### config.mk
export PLATFORM = sky130hd
export DESIGN_NAME = rtmc_top
export DESIGN_NICKNAME = d
export VERILOG_FILES = /design/src/common/rtmc_pkg.sv /design/src/rtl/rtmc_err_track.sv /design/src/rtl/rtmc_rst_sync.sv /design/src/rtl/rtmc_top.sv
export SDC_FILE = /design/constraint.sdc
export NUM_CORES = 1
export LEC_CHECK = 0
export ABC_AREA = 1
export BUFFER_PORTS_ARGS = -buffer_cell sky130_fd_sc_hd__buf_2
export CAP_MARGIN = 20
export CORE_MARGIN = 4
export CORE_UTILIZATION = 27
export CTS_CLUSTER_DIAMETER = 100
export CTS_CLUSTER_SIZE = 40
export DETAILED_ROUTE_END_ITERATION = 7
export GPL_TIMING_DRIVEN = 0
export PLACE_DENSITY = 0.5
export RECOVER_POWER = 25
export SYNTH_ARGS = -nofsm -noshare
export SYNTH_HDL_FRONTEND = slang
export SYNTH_SLANG_ARGS = --single-unit
### constraint.sdc
create_clock -name SYS_CLK -period 10.5 [get_ports SYS_CLK]
set_clock_uncertainty 0.1 [all_clocks]
set_input_delay 1.05 -clock SYS_CLK [delete_from_list [all_inputs] [get_ports SYS_CLK]]
set_output_delay 1.05 -clock SYS_CLK [all_outputs]
set_load 0.05 [all_outputs]
### src/common/rtmc_pkg.sv
// shared constants of the transmit mode command store
// assumes one 16-bit word per shared-ram address
package rtmc_pkg;

  // ****************************************************
  // widths
  // ****************************************************
  localparam int WORD_W = 16;
  localparam int REG_AW = 4;

  // ****************************************************
  // register map, byte offsets on the register port
  // ****************************************************
  localparam logic [3:0] OFS_CFG  = 4'h0;
  localparam logic [3:0] OFS_STAT = 4'h4;
  localparam logic [3:0] OFS_CNT  = 4'h8;

  // config register fields and reset value
  localparam int CFG_UNDEF_INV_BIT = 0;
  localparam int CFG_BUSY_BIT      = 1;
  localparam logic [15:0] CFG_RST = 16'h0000;

  // ****************************************************
  // structure layout behind the data pointer
  // ****************************************************
  localparam logic [15:0] OFS_INFO_WORD = 16'h0000;
  localparam logic [15:0] OFS_TAG_WORD  = 16'h0001;
  localparam logic [15:0] OFS_DATA_WORD = 16'h0002;

  // ****************************************************
  // information word fields
  // ****************************************************
  localparam int IW_GAP_BIT  = 13;
  localparam int IW_WCT_BIT  = 12;
  localparam int IW_MSGF_BIT = 10;
  localparam int IW_BUSY_BIT = 9;
  localparam int IW_ILL_BIT  = 8;
  localparam int IW_BUS_BIT  = 5;
  localparam int IW_MC_LSB   = 0;
  localparam int IW_MC_W     = 5;

  // ****************************************************
  // mode codes
  // ****************************************************
  localparam logic [4:0] TRANSMIT_VECTOR_CODE        = 5'h10;
  localparam logic [4:0] UNDEFINED_CODE_17           = 5'h11;
  localparam logic [4:0] TRANSMIT_LAST_COMMAND_CODE  = 5'h12;
  localparam logic [4:0] TRANSMIT_SELFTEST_WORD_CODE = 5'h13;
  localparam logic [4:0] UNDEFINED_CODE_20           = 5'h14;
  localparam logic [4:0] UNDEFINED_CODE_21           = 5'h15;
  localparam int MC_DATA_BIT = 4;

  // ****************************************************
  // sequencer states
  // ****************************************************
  typedef enum logic [6:0] {
    S_IDLE   = 7'h01,
    S_DECIDE = 7'h02,
    S_RDWAIT = 7'h04,
    S_RDCAP  = 7'h08,
    S_WAIT   = 7'h10,
    S_WTAG   = 7'h20,
    S_WDATA  = 7'h40
  } rtmc_state_e;

  // address of a word inside the structure
  function automatic logic [15:0] rtmc_word_addr(
    input logic [15:0] ptr,
    input logic [15:0] ofs
  );
    rtmc_word_addr = ptr + ofs;
  endfunction

endpackage

### src/rtl/rtmc_err_track.sv
// per-message error collector for gap and word count faults
// assumes fault pulses come from logic on the same clock
`timescale 1ns/1ps
`default_nettype none
module rtmc_err_track (
  input  wire logic clk,
  input  wire logic rst_n,
  input  wire logic clear,
  input  wire logic gap_pulse,
  input  wire logic wct_pulse,
  output logic      gap_fault_flag,
  output logic      word_count_fault_flag,
  output logic      message_fault_flag
);

  logic gap_reg;
  logic wct_reg;

  // sticky flags, a set in the clear cycle wins
  always_ff @(posedge clk or negedge rst_n) begin
    if (!rst_n) begin
      gap_reg <= 1'b0;
      wct_reg <= 1'b0;
    end else begin
      gap_reg <= gap_pulse | (gap_reg & ~clear);
      wct_reg <= wct_pulse | (wct_reg & ~clear);
    end
  end

  // a pulse in the closing cycle still counts
  assign gap_fault_flag        = gap_reg | gap_pulse;
  assign word_count_fault_flag = wct_reg | wct_pulse;
  assign message_fault_flag    = gap_fault_flag
                               | word_count_fault_flag;

endmodule
`default_nettype wire

### src/rtl/rtmc_rst_sync.sv
// reset release synchroniser
// assumes an asynchronous active-low reset from a pin
`timescale 1ns/1ps
`default_nettype none
module rtmc_rst_sync (
  input  wire logic clk,
  input  wire logic rst_in_n,
  output logic      rst_out_n
);

  logic meta_reg;

  // assert at once, release after two edges
  always_ff @(posedge clk or negedge rst_in_n) begin
    if (!rst_in_n) begin
      meta_reg  <= 1'b0;
      rst_out_n <= 1'b0;
    end else begin
      meta_reg  <= 1'b1;
      rst_out_n <= meta_reg;
    end
  end

endmodule
`default_nettype wire

### src/rtl/rtmc_top.sv
// transmit mode command store of a remote terminal
// How it works
// - each transmit mode command leaves an info word and a time tag, plus one data word only for codes with data.
// - codes 18 and 19 get their data word from inside, it is sent and then stored at the data slot.
// - with data the pointer holds the info word, the time tag follows and the data word comes after it.
// - info and time tag are written after completion, the data word by the host beforehand except for 18 and 19.
// - codes 0 to 15 store only the info word at the pointer and the time tag after it.
// - undefined codes 17, 20 and 21 answer normally unless illegal or the invalidate bit is set.
// - info bit 13 marks bus activity right after the command where a gap was due.
// - info bit 12 marks unexpected data words arriving with the command.
// - info bit 10 is set whenever bit 12 or bit 13 is set.
// - a busy answer sets info bit 9 and sends no data word, busy being global or per command.
// - info bit 8 copies the illegalization entry of the command.
// - info bit 5 is zero for bus A and one for bus B.
// - info bits 4 to 0 hold the mode code of the command word.
// assumes the protocol engine and the shared ram run on SYS_CLK,
// ram read data arrive one cycle after the read strobe
//
// The placing of the registers and the plain strobed port are this design's own decisions.
`timescale 1ns/1ps
`default_nettype none
module rtmc_top
  import rtmc_pkg::*;
#(
  parameter int CNT_W = 16
) (
  input  wire logic                       SYS_CLK,
  input  wire logic                       RESET_N,
  // register port
  input  wire logic [rtmc_pkg::REG_AW-1:0] REG_ADDR,
  input  wire logic [rtmc_pkg::WORD_W-1:0] REG_WDATA,
  input  wire logic                       REG_WR,
  input  wire logic                       REG_RD,
  output logic      [rtmc_pkg::WORD_W-1:0] REG_RDATA,
  // command side from the protocol engine
  input  wire logic                       CMD_VALID,
  input  wire logic [rtmc_pkg::WORD_W-1:0] CMD_WORD,
  input  wire logic                       CMD_BUS_B,
  input  wire logic [rtmc_pkg::WORD_W-1:0] CMD_DATA_PTR,
  input  wire logic                       CMD_PER_BUSY,
  input  wire logic                       CMD_ILLEGAL,
  input  wire logic [rtmc_pkg::WORD_W-1:0] CMD_TIME_TAG,
  input  wire logic [rtmc_pkg::WORD_W-1:0] SELFTEST_WORD,
  input  wire logic                       GAP_SEEN,
  input  wire logic                       EXTRA_WORD,
  input  wire logic                       MSG_DONE,
  // answer to the transmitter
  output logic                            TX_VALID,
  output logic      [rtmc_pkg::WORD_W-1:0] TX_DATA,
  output logic                            RESP_BUSY,
  output logic                            RESP_INVALID,
  // shared ram master
  output logic      [rtmc_pkg::WORD_W-1:0] MEM_ADDR,
  output logic      [rtmc_pkg::WORD_W-1:0] MEM_WDATA,
  output logic                            MEM_WR,
  output logic                            MEM_RD,
  input  wire logic [rtmc_pkg::WORD_W-1:0] MEM_RDATA
);

  import rtmc_pkg::*;

  // ****************************************************
  // declarations
  // ****************************************************
  // reset, state and register port
  logic                rst_n;
  rtmc_state_e         state_reg;
  rtmc_state_e         state_next;
  logic [15:0]         cfg_reg;
  logic [15:0]         info_last_reg;
  logic [CNT_W-1:0]    cnt_reg;
  logic [15:0]         rdata_reg;
  logic [15:0]         rdata_next;

  // fields held for the running message
  logic [15:0]         cmd_reg;
  logic [15:0]         last_cmd_reg;
  logic [15:0]         ptr_reg;
  logic [15:0]         tag_reg;
  logic                bus_b_reg;
  logic                busy_reg;
  logic                ill_reg;

  // registered outputs and their next values
  logic [15:0]         tx_data_reg;
  logic [15:0]         tx_data_next;
  logic                tx_valid_reg;
  logic                tx_valid_next;
  logic [15:0]         mem_addr_reg;
  logic [15:0]         mem_addr_next;
  logic [15:0]         mem_wdata_reg;
  logic [15:0]         mem_wdata_next;
  logic                mem_wr_reg;
  logic                mem_wr_next;
  logic                mem_rd_reg;
  logic                mem_rd_next;

  // fault flags of the running message
  logic                gap_f;
  logic                wct_f;
  logic                msg_f;

  // ****************************************************
  // reset release
  // ****************************************************
  rtmc_rst_sync u_rst (
    .clk       (SYS_CLK),
    .rst_in_n  (RESET_N),
    .rst_out_n (rst_n)
  );

  // ****************************************************
  // register port decode
  // ****************************************************
  wire hit_cfg  = (REG_ADDR == OFS_CFG);
  wire hit_stat = (REG_ADDR == OFS_STAT);
  wire hit_cnt  = (REG_ADDR == OFS_CNT);
  wire cfg_wr   = REG_WR & hit_cfg;
  wire inv_en   = cfg_reg[CFG_UNDEF_INV_BIT];
  wire glb_busy = cfg_reg[CFG_BUSY_BIT];

  // read mux, unmapped reads give zero
  always_comb begin
    rdata_next = 16'h0000;
    if (hit_cfg) begin
      rdata_next = cfg_reg;
    end else if (hit_stat) begin
      rdata_next = info_last_reg;
    end else if (hit_cnt) begin
      rdata_next = 16'(cnt_reg);
    end
  end

  // config write and read data flop
  always_ff @(posedge SYS_CLK or negedge rst_n) begin
    if (!rst_n) begin
      cfg_reg   <= CFG_RST;
      rdata_reg <= 16'h0000;
    end else begin
      if (cfg_wr) begin
        cfg_reg <= REG_WDATA;
      end
      rdata_reg <= REG_RD ? rdata_next : 16'h0000;
    end
  end

  // ****************************************************
  // command classification
  // ****************************************************
  // a command is taken only while idle, others are ignored
  wire       take      = CMD_VALID & (state_reg == S_IDLE);
  wire [4:0] mc        = cmd_reg[4:0];
  wire       with_data = mc[MC_DATA_BIT];
  wire       undef_mc  = (mc == UNDEFINED_CODE_17)
                       | (mc == UNDEFINED_CODE_20)
                       | (mc == UNDEFINED_CODE_21);
  wire       is_last   = (mc == TRANSMIT_LAST_COMMAND_CODE);
  wire       is_self   = (mc == TRANSMIT_SELFTEST_WORD_CODE);
  wire       own_word  = is_last | is_self;
  // undefined codes still answer unless invalidated
  wire       invalid   = ill_reg | (undef_mc & inv_en);
  // busy suppresses the data word
  wire       send_data = with_data & ~busy_reg & ~invalid;
  wire [15:0] own_val  = is_last ? last_cmd_reg : SELFTEST_WORD;

  // info word, unused bits held at zero
  wire [15:0] info_word = {
    2'b00,
    gap_f,
    wct_f,
    1'b0,
    msg_f,
    busy_reg,
    ill_reg,
    2'b00,
    bus_b_reg,
    mc
  };

  // ****************************************************
  // per-message fault flags
  // ****************************************************
  rtmc_err_track u_err (
    .clk                   (SYS_CLK),
    .rst_n                 (rst_n),
    .clear                 (take),
    .gap_pulse             (GAP_SEEN),
    .wct_pulse             (EXTRA_WORD),
    .gap_fault_flag        (gap_f),
    .word_count_fault_flag (wct_f),
    .message_fault_flag    (msg_f)
  );

  // ****************************************************
  // command capture
  // ****************************************************
  // latch the command fields when taken
  always_ff @(posedge SYS_CLK or negedge rst_n) begin
    if (!rst_n) begin
      cmd_reg      <= 16'h0000;
      last_cmd_reg <= 16'h0000;
      ptr_reg      <= 16'h0000;
      tag_reg      <= 16'h0000;
      bus_b_reg    <= 1'b0;
      busy_reg     <= 1'b0;
      ill_reg      <= 1'b0;
    end else if (take) begin
      cmd_reg      <= CMD_WORD;
      last_cmd_reg <= cmd_reg;
      ptr_reg      <= CMD_DATA_PTR;
      tag_reg      <= CMD_TIME_TAG;
      bus_b_reg    <= CMD_BUS_B;
      busy_reg     <= glb_busy | CMD_PER_BUSY;
      ill_reg      <= CMD_ILLEGAL;
    end
  end

  // ****************************************************
  // sequencer
  // ****************************************************
  always_comb begin
    state_next     = state_reg;
    tx_data_next   = tx_data_reg;
    tx_valid_next  = 1'b0;
    mem_addr_next  = mem_addr_reg;
    mem_wdata_next = mem_wdata_reg;
    mem_wr_next    = 1'b0;
    mem_rd_next    = 1'b0;
    unique case (state_reg)
      // wait for a taken command
      S_IDLE: begin
        if (CMD_VALID) begin
          state_next = S_DECIDE;
        end
      end

      // own word, table fetch or no data word at all
      S_DECIDE: begin
        state_next = S_WAIT;
        if (send_data && own_word) begin
          tx_data_next  = own_val;
          tx_valid_next = 1'b1;
        end else if (send_data) begin
          // host preloaded word at the data slot
          mem_rd_next   = 1'b1;
          mem_addr_next = rtmc_word_addr(ptr_reg, OFS_DATA_WORD);
          state_next    = S_RDWAIT;
        end
      end

      // ram read in flight
      S_RDWAIT: begin
        state_next = S_RDCAP;
      end

      // table word handed to the transmitter
      S_RDCAP: begin
        tx_data_next  = MEM_RDATA;
        tx_valid_next = 1'b1;
        state_next    = S_WAIT;
      end

      // hold until the message completes
      S_WAIT: begin
        if (MSG_DONE) begin
          // info word only after completion
          mem_wr_next    = 1'b1;
          mem_addr_next  = rtmc_word_addr(ptr_reg, OFS_INFO_WORD);
          mem_wdata_next = info_word;
          state_next     = S_WTAG;
        end
      end

      // time tag at the next address
      S_WTAG: begin
        mem_wr_next    = 1'b1;
        mem_addr_next  = rtmc_word_addr(ptr_reg, OFS_TAG_WORD);
        mem_wdata_next = tag_reg;
        state_next     = (send_data && own_word) ? S_WDATA : S_IDLE;
      end

      S_WDATA: begin
        // internal word copied after it was sent
        mem_wr_next    = 1'b1;
        mem_addr_next  = rtmc_word_addr(ptr_reg, OFS_DATA_WORD);
        mem_wdata_next = tx_data_reg;
        state_next     = S_IDLE;
      end

      default: begin
        state_next = S_IDLE;
      end
    endcase
  end

  // ****************************************************
  // state and output flops
  // ****************************************************
  // whole sequencer advances on every rising edge
  always_ff @(posedge SYS_CLK or negedge rst_n) begin
    if (!rst_n) begin
      state_reg     <= S_IDLE;
      tx_data_reg   <= 16'h0000;
      tx_valid_reg  <= 1'b0;
      mem_addr_reg  <= 16'h0000;
      mem_wdata_reg <= 16'h0000;
      mem_wr_reg    <= 1'b0;
      mem_rd_reg    <= 1'b0;
    end else begin
      state_reg     <= state_next;
      tx_data_reg   <= tx_data_next;
      tx_valid_reg  <= tx_valid_next;
      mem_addr_reg  <= mem_addr_next;
      mem_wdata_reg <= mem_wdata_next;
      mem_wr_reg    <= mem_wr_next;
      mem_rd_reg    <= mem_rd_next;
    end
  end

  // ****************************************************
  // status: last info word and stored count
  // ****************************************************
  // info word leaves in this cycle
  wire info_wr = (state_reg == S_WAIT) & MSG_DONE;

  // latest info word and count of stored structures
  always_ff @(posedge SYS_CLK or negedge rst_n) begin
    if (!rst_n) begin
      info_last_reg <= 16'h0000;
      cnt_reg       <= '0;
    end else if (info_wr) begin
      info_last_reg <= info_word;
      cnt_reg       <= cnt_reg + 1'b1;
    end
  end

  // ****************************************************
  // outputs
  // ****************************************************
  // all registered except the invalid level
  assign REG_RDATA    = rdata_reg;
  assign TX_VALID     = tx_valid_reg;
  assign TX_DATA      = tx_data_reg;
  assign RESP_BUSY    = busy_reg;
  assign RESP_INVALID = invalid;
  assign MEM_ADDR     = mem_addr_reg;
  assign MEM_WDATA    = mem_wdata_reg;
  assign MEM_WR       = mem_wr_reg;
  assign MEM_RD       = mem_rd_reg;

endmodule
`default_nettype wire

==> results of run 1 <==
## layer usage
metal / up-vias / part of all wire / track usage
met1: 3741 / 0.47 / 0.209
met3: 18 / 0.046 / 0.0323
met2: 182 / 0.48 / 0.257
li1: 3910 / - / -
met5: - / 0 / 0
met4: 0 / 0.0085 / 0.0336
## final cells by class
type / instances / area, um2
Sequential cell: 188 / 4710
Inverter: 129 / 484
Clock inverter: 13 / 148
Clock buffer: 18 / 439
Fill cell: 3519 / 21500
Buffer: 43 / 239
Tap cell: 442 / 553
Multi-Input combinational cell: 734 / 3420
Timing Repair Buffer: 181 / 925
## metrics by stage
stage | utilization | worst slack, ns | cell area [um2] | instances
floorplan | - | 4.78 | 8850 | 1094
finish | 0.336 | 6.19 | 10900 | 1748
global placement | 0.317 | 2.21 | 10300 | 1714
global route | 0.336 | 5.21 | 10900 | 1748
CTS | 0.338 | 7.65 | 11000 | 1748
detailed placement | 0.320 | 7.73 | 10400 | 1717
## Yosys cell counts, drive strengths merged, types with 9 or more instances
master | number | area share
nand2 | 351 | 0.15
dfrtp | 187 | 0.53
inv | 128 | 0.054
o21ai | 127 | 0.072
nor2 | 77 | 0.036
nand3 | 58 | 0.033
a21oi | 31 | 0.019
buf | 26 | 0.020
nand4 | 26 | 0.019
clkbuf | 17 | 0.0075
xor2 | 14 | 0.014
o22ai | 10 | 0.0071
nor3 | 9 | 0.0051
## cells by family after synthesis
family                     Yosys count
muxes                                6
and+or+nand+nor                    526
DFF                                188
xor gates and xnor gates            15
buffers and inverters              172
adders and majority gates            3
other                                1
AOI/OAI and AO/OA                  183
## power by group through the flow
stage                     registers, mW  logic (mW)  clock network, mW
after floorplan                    1.48       0.582                  0
after global placement             1.25        1.20                  0
after detailed placement           1.23        1.24                  0
after CTS                          1.22        1.24              0.669
after global routing               1.25        1.36              0.696
final                              1.22        1.22              0.649
## worst paths after layout
kind	start	slack [ns]	endpoint	cells past startpoint
hold / removal	u_rst.meta_reg	0.25	u_rst.rst_out_n	0
min in group asynchronous	RESET_N	0.28	u_rst.meta_reg	1
hold reg to reg	u_rst.meta_reg	0.25	u_rst.rst_out_n	0
setup reg to reg	u_rst.rst_out_n	6.19	ptr_reg[4]	1
setup / recovery	u_rst.rst_out_n	6.19	ptr_reg[4]	1
max in group SYS_CLK	cmd_reg[4]	7.71	RESP_INVALID	5
==> results.sh, run 1 <==
export IMPL_ctsHoldBuffers=0
export IMPL_arrival_ns=4.01
export IMPL_crit_type="reg2async"
export IMPL_drt_wl_total_um=27400
export IMPL_critPathRequiredTime_ns=10.20
export IMPL_port_buffers=178
export IMPL_synth_async_sr_flop_share=1.00
export IMPL_gp_congestion=0.841
export IMPL_drv_slew=107
export IMPL_cts_root_buffer="clkbuf_16"
export IMPL_synth_top_family_by_area="simple AND/OR/NAND/NOR gates"
export IMPL_ios=180
export IMPL_clock_fmax_mhz=232
export IMPL_core_area_um2=32500
export IMPL_status="complete, but fails checks"
export IMPL_antenna_found_initial=0
export IMPL_power_mw=3.09
export IMPL_drtPass1Iterations=4
export IMPL_cts_buffers=17
export IMPL_cp_top_family="buffers and inverters"
export IMPL_grt_pass1_wl_um=43500
export IMPL_grt_usage=0.155
export IMPL_grt_max_degree=61
export IMPL_fin_hold_ws_ns=0.253
export IMPL_htree_levels=4
export IMPL_irDropWorstVdd_mv=0.155
export IMPL_dp_hpwl_um=21400
export IMPL_wire_per_inst_um=15.7
export IMPL_antenna_left=0
export IMPL_ys_ff_latch=188
export IMPL_dieWidth_um=189
export IMPL_avgViaCountPerCell=4.49
export IMPL_synth_cell_type_count=38
export IMPL_synth_warnings=0
export IMPL_ys_flop_type="dfrtp_1"
export IMPL_dieArea_um2=35800
export IMPL_power_frac_seq=0.394
export IMPL_hold_class="reg2reg"
export IMPL_fin_crit_ns=4.31
export IMPL_cts_resized_gates=0
export IMPL_p_per_area_nw_per_um2=283
export IMPL_fp_row_count=66
export IMPL_synthAdderAreaFrac=0.00424
export IMPL_synthCells=1094
export IMPL_p_comb_frac=0.396
export IMPL_synth_compound_area_share=0.110
export IMPL_grt_pass1_vias=7941
export IMPL_cts_tree="yes"
export IMPL_start_kind="flop"
export IMPL_p_int_mw=1.68
export IMPL_synth_xor_area_frac=0.0148
export IMPL_yosysSeqAreaShare=0.532
export IMPL_vias=7851
export IMPL_cp_end_kind="async pin"
export IMPL_clock_sinks=188
export IMPL_power_switching_mw=1.40
export IMPL_floorplan_initialDensity=0.273
export IMPL_syn_area_um2=8850
export IMPL_drive_above_1_share=0.209
export IMPL_clockBufferDepth=2
export IMPL_final_common_cell="nand2_1"
export IMPL_avgSynthCellArea_um2=8.09
export IMPL_antenna_cells=0
export IMPL_fp_dieH_um=189
export IMPL_synth_edf_count=0
export IMPL_syn_nets=1208
export IMPL_grt_overflow=0
export IMPL_synthMuxAreaShare=0.00763
export IMPL_period_share=0.411
export IMPL_drv_cap=2
export IMPL_path_max_fanout=60
export IMPL_grt_setup_unrepaired="false"
export IMPL_p_sw_frac=0.455
export IMPL_power_leakage_nw=5.74
export IMPL_tightest_slew_ns=3.34
export IMPL_max_stage_delay_ns=2.41
export IMPL_violations="max-capacitance violations, max-slew violations"
export IMPL_cp_slowest_cell="clkbuf_1"
export IMPL_clk_pin_slew_ns=0.07
export IMPL_drc=0
export IMPL_final_nets=1408
export IMPL_synth_simple_area_share=0.249
export IMPL_slew_headroom=-1.23
export IMPL_crit_chain="clkbuf_1"
export IMPL_syn2layout_area_growth_pct=23.3
export IMPL_first_iter_violations=506
export IMPL_hold_violations=0
export IMPL_fin_tns_setup_ns=0
export IMPL_clkLatencyLatePin_ns=0.44
export IMPL_finalSetupViolations=0
export IMPL_clkPwrFrac=0.210
export IMPL_cp_num_buf_inv=1
export IMPL_final_cell_mix="347 x nand2_1, 189 x buf_2, 187 x dfrtp_1, 118 x inv_1, 102 x o21ai_0"
export IMPL_post_cts_buffers=0
No activity file was read; power rests on OpenSTA's default activity.
==> inputs of run 2 (changes only) <==
Clock period 10.5 ns to 4.17 ns, I/O delays scaled along.
==> run 2 against run 1 <==
The flow now finishes without violations. Design area hardly changed. First-iteration DRC count down 19%. Global-route usage grew 0.25 points.
==> results.sh, run 2 (same netlist as run 1, synthesis figures left out) <==
export IMPL_p_sw_frac=0.458
export IMPL_antenna_found_initial=0
export IMPL_grt_pass1_wl_um=43800
export IMPL_grt_usage=0.157
export IMPL_path_max_fanout=66
export IMPL_grt_overflow=0
export IMPL_power_switching_mw=3.54
export IMPL_vias=7823
export IMPL_power_mw=7.72
export IMPL_drv_cap=0
export IMPL_drv_slew=0
export IMPL_dp_hpwl_um=21300
export IMPL_irDropWorstVdd_mv=0.440
export IMPL_drive_above_1_share=0.208
export IMPL_hold_violations=0
export IMPL_clock_sinks=188
export IMPL_antenna_left=0
export IMPL_finalSetupViolations=0
export IMPL_cts_root_buffer="clkbuf_16"
export IMPL_drc=0
export IMPL_clock_fmax_mhz=393
export IMPL_clockBufferDepth=2
export IMPL_fin_crit_ns=2.54
export IMPL_fin_hold_ws_ns=0.0666
export IMPL_first_iter_violations=409
export IMPL_clkPwrFrac=0.207
export IMPL_core_area_um2=32500
export IMPL_power_leakage_nw=5.76
export IMPL_status="finished clean"
export IMPL_crit_type="reg2async"
export IMPL_avgViaCountPerCell=4.47
export IMPL_p_comb_frac=0.398
export IMPL_p_int_mw=4.19
export IMPL_dieWidth_um=189
export IMPL_multi_input_area_um2=3410
export IMPL_r2r_slack_ns=1.63
export IMPL_final_nets=1409
export IMPL_regArea_um2=4710
export IMPL_drt_wl_total_um=27600
export IMPL_drtPass1Iterations=5
export IMPL_post_dp_cell_area_um2=10400
export IMPL_place_ws_ns=2.02
export IMPL_fillCellCount=3493
export IMPL_cts_tree="yes"
export IMPL_final_common_cell="nand2_1"
export IMPL_critPathRequiredTime_ns=4.63
export IMPL_tightest_slew_ns=1.49
export IMPL_hold_class="in2reg"
export IMPL_grt_pass1_vias=7977
export IMPL_dieArea_um2=35800
export IMPL_fp_row_count=66
export IMPL_port_buffers=178
export IMPL_final_area_um2=10900
export IMPL_grt_max_degree=67
export IMPL_final_cell_mix="347 x nand2_1, 189 x buf_2, 187 x dfrtp_1, 120 x inv_1, 102 x o21ai_0"
export IMPL_arrival_ns=3.00
export IMPL_cp_end_kind="async pin"
export IMPL_ios=180
export IMPL_syn2layout_area_growth_pct=23.4
export IMPL_cts_buffers=17
export IMPL_gp_congestion=0.880
export IMPL_htree_levels=4
export IMPL_floorplan_initialDensity=0.273
export IMPL_wire_per_inst_um=15.8
export IMPL_fin_tns_setup_ns=0
export IMPL_slew_headroom=0.00852
export IMPL_fp_dieH_um=189
export IMPL_clk_pin_slew_ns=0.08
export IMPL_grt_setup_unrepaired="false"
export IMPL_period_share=0.610
export IMPL_start_kind="flop"
export IMPL_power_frac_seq=0.395
export IMPL_clkLatencyLatePin_ns=0.44
export IMPL_p_per_area_nw_per_um2=707
export IMPL_setup_ws_ns=1.63
## run 2: power groups by stage
stage               clock network, mW  logic (mW)  registers [mW]
global route                     1.73        3.43            3.15
floorplan                           0        1.46            3.72
global placement                    0        3.04            3.13
CTS                              1.66        3.13            3.06
finish                           1.60        3.07            3.05
detailed placement                  0        3.11            3.09
## run 2: path summary, 6_finish.rpt
path                                 startpoint  cells after the start         endpoint
worst min-delay path            CMD_DATA_PTR[6]                      3       ptr_reg[6]
min in group asynchronous               RESET_N                      2   u_rst.meta_reg
max in group SYS_CLK                REG_ADDR[1]                      8       cfg_reg[8]
worst min register to register   u_rst.meta_reg                      0  u_rst.rst_out_n
worst max register to register  u_rst.rst_out_n                      2     state_reg[0]
worst max-delay path            u_rst.rst_out_n                      2     state_reg[0]
## run 2: metal layers
layer	vias up	GRT usage	routed length (um)
met5	-	0	0
met4	0	0.0496	502
met3	28	0.0348	1290
met2	180	0.258	13100
met1	3707	0.208	12700
li1	3908	-	-
## run 2: layout make-up
cell class / count / area share
diodes: 1 / 0.000229
plain buffers: 43 / 0.0219
clock buffers: 18 / 0.0402
clock inverters: 14 / 0.0120
inverters: 129 / 0.0443
multi-input cells: 734 / 0.312
flip-flops and latches: 188 / 0.431
well taps: 442 / 0.0506
repair buffers: 182 / 0.0878
## run 2: repair_timing
action	CTS	global route
gates resized for setup	0	0
setup buffers	0	0
hold buffers	1	0
hold endpoints to repair	2	0
setup endpoints to repair	0	0
## run 2: per-stage QoR
step           utilization  cells
2_1_floorplan            -   1094
3_3_place_gp         0.317   1714
3_5_place_dp         0.320   1717
4_1_cts              0.338   1750
5_1_grt              0.337   1750
6_report             0.337   1751
## run 2: worst max-delay path: stages (launching register included)
cell      delay, ns
dfrtp_1        0.92
clkbuf_2       1.21
buf_16         0.37
==> inputs of run 3 (changes only) <==
Clock period 4.17 ns to 2.6 ns, I/O delays scaled along.
==> run 3 against run 2 <==
Global-route usage increased by 0.51 points. Cell count increased by 4.0%. Hold slack got worse by 0.037 ns. Total power increased by 66%. Via count up 2.7%. Die area is the same.
==> results.sh, run 3 (same netlist as run 1, synthesis figures left out) <==
export IMPL_fin_tns_setup_ns=0
export IMPL_clockBufferDepth=2
export IMPL_cp_num_buf_inv=4
export IMPL_dieWidth_um=189
export IMPL_core_area_um2=32500
export IMPL_power_mw=12.8
export IMPL_cts_root_buffer="clkbuf_16"
export IMPL_irDropWorstVdd_mv=0.615
export IMPL_floorplan_initialDensity=0.273
export IMPL_cts_buffers=17
export IMPL_syn2layout_area_growth_pct=32.4
export IMPL_cts_tree="yes"
export IMPL_grt_usage=0.162
export IMPL_hold_class="in2reg"
export IMPL_grt_pass1_vias=8381
export IMPL_power_switching_mw=5.73
export IMPL_htree_levels=4
export IMPL_wire_per_inst_um=15.6
export IMPL_fp_row_count=66
export IMPL_post_dp_cell_area_um2=10400
export IMPL_max_stage_delay_ns=0.56
export IMPL_p_comb_frac=0.392
export IMPL_path_max_fanout=10
export IMPL_drt_wl_total_um=28400
export IMPL_grt_overflow=0
export IMPL_clkLatencyLatePin_ns=0.45
export IMPL_p_int_mw=7.05
export IMPL_cp_slowest_cell="dfstp_2"
export IMPL_cp_top_family="simple AND/OR/NAND/NOR gates"
export IMPL_drv_slew=0
export IMPL_gp_congestion=0.846
export IMPL_grt_setup_unrepaired="false"
export IMPL_final_cell_mix="347 x nand2_1, 190 x buf_2, 187 x dfrtp_1, 119 x inv_1, 102 x o21ai_0"
export IMPL_avgViaCountPerCell=4.41
export IMPL_drtPass1Iterations=5
export IMPL_antenna_found_initial=1
export IMPL_dp_cells=1717
export IMPL_start_kind="flop"
export IMPL_final_nets=1480
export IMPL_finalSetupViolations=0
export IMPL_fp_dieH_um=189
export IMPL_critPathRequiredTime_ns=2.85
export IMPL_arrival_ns=2.32
export IMPL_vias=8032
export IMPL_multi_input_area_um2=3420
export IMPL_drc=0
export IMPL_cts_resized_gates=0
export IMPL_p_sw_frac=0.448
export IMPL_final_common_cell="nand2_1"
export IMPL_first_iter_violations=414
export IMPL_ios=180
export IMPL_clock_fmax_mhz=485
export IMPL_p_per_area_nw_per_um2=1090
export IMPL_clock_sinks=188
export IMPL_clk_pin_slew_ns=0.08
export IMPL_slew_headroom=0.0174
export IMPL_antenna_left=0
export IMPL_fin_crit_ns=2.06
export IMPL_regArea_um2=4710
export IMPL_drv_cap=0
export IMPL_power_leakage_nw=6.09
export IMPL_grt_max_degree=59
export IMPL_status="finished clean"
export IMPL_drive_above_1_share=0.199
export IMPL_fillCellCount=3424
export IMPL_dp_hpwl_um=21500
export IMPL_power_frac_seq=0.386
export IMPL_grt_pass1_wl_um=45600
export IMPL_dieArea_um2=35800
export IMPL_port_buffers=178
export IMPL_fin_cells=1821
export IMPL_crit_type="reg2reg"
export IMPL_crit_chain="inv_2, nor4_4, nand2_2, inv_2, buf_4, buf_4, nand2_1, o21ai_1"
export IMPL_tightest_slew_ns=1.47
export IMPL_clkPwrFrac=0.222
export IMPL_cp_end_kind="flop"
export IMPL_period_share=0.793
export IMPL_hold_violations=0
export IMPL_antenna_cells=0
export IMPL_final_area_um2=11700
-- run 3: per-stage QoR --
step	util	setup WS [ns]	hold WS, ns
final	0.361	0.539	0.0295
after floorplan	-	0.573	-0.136
after global placement	0.317	-0.258	-0.0538
after global routing	0.361	0.302	0.0185
after CTS	0.362	0.484	0.00148
after detailed placement	0.320	0.504	-0.0527
-- run 3: worst reg2reg max path, delay by kind of cell, from the launching register on --
family	cells	cell delay (ns)
compound gates	1	0.12
buf+inv	4	0.59
flops	1	0.56
simple gates	3	0.60
-- run 3: layout make-up --
class	instances	share of cell area
Inverter	129	0.0413
Buffer	43	0.0204
Clock buffer	17	0.0363
Clock inverter	15	0.0173
Timing Repair Buffer	253	0.145
Tap cell	442	0.0472
Sequential cell	188	0.401
Multi-Input combinational cell	734	0.292
-- run 3: worst paths after layout --
kind,slack (ns),start,end,cells past startpoint
worst max-delay path,0.54,state_reg[0],cmd_reg[0],8
worst min-delay path,0.03,CMD_TIME_TAG[0],tag_reg[0],3
worst max register to register,0.54,state_reg[0],cmd_reg[0],8
worst min register to register,0.26,u_rst.meta_reg,u_rst.rst_out_n,0
max in group asynchronous,0.67,u_rst.rst_out_n,REG_RDATA[11],2
min in group asynchronous,0.52,u_rst.rst_out_n,cmd_reg[13],0
-- run 3: power groups by stage --
stage,Sequential (mW),Combinational [mW],Clock [mW]
finish,4.93,5.01,2.84
global route,5.08,5.59,3.07
CTS,4.94,5.09,2.93
detailed placement,4.98,4.99,0
global placement,5.03,4.87,0
floorplan,5.96,2.35,0
-- run 3: timing repair --
action                    4_1_cts  5_1_grt
setup buffers                   0        0
hold endpoints to repair       72        0
hold buffers                   72        0
-- run 3: routing by layer --
layer | vias up | GRT usage | wire [um]
met4 | 0 | 0.0535 | 529
met5 | - | 0 | 0
met1 | 3767 | 0.216 | 13100
met3 | 30 | 0.0289 | 1230
li1 | 4041 | - | -
met2 | 194 | 0.268 | 13500
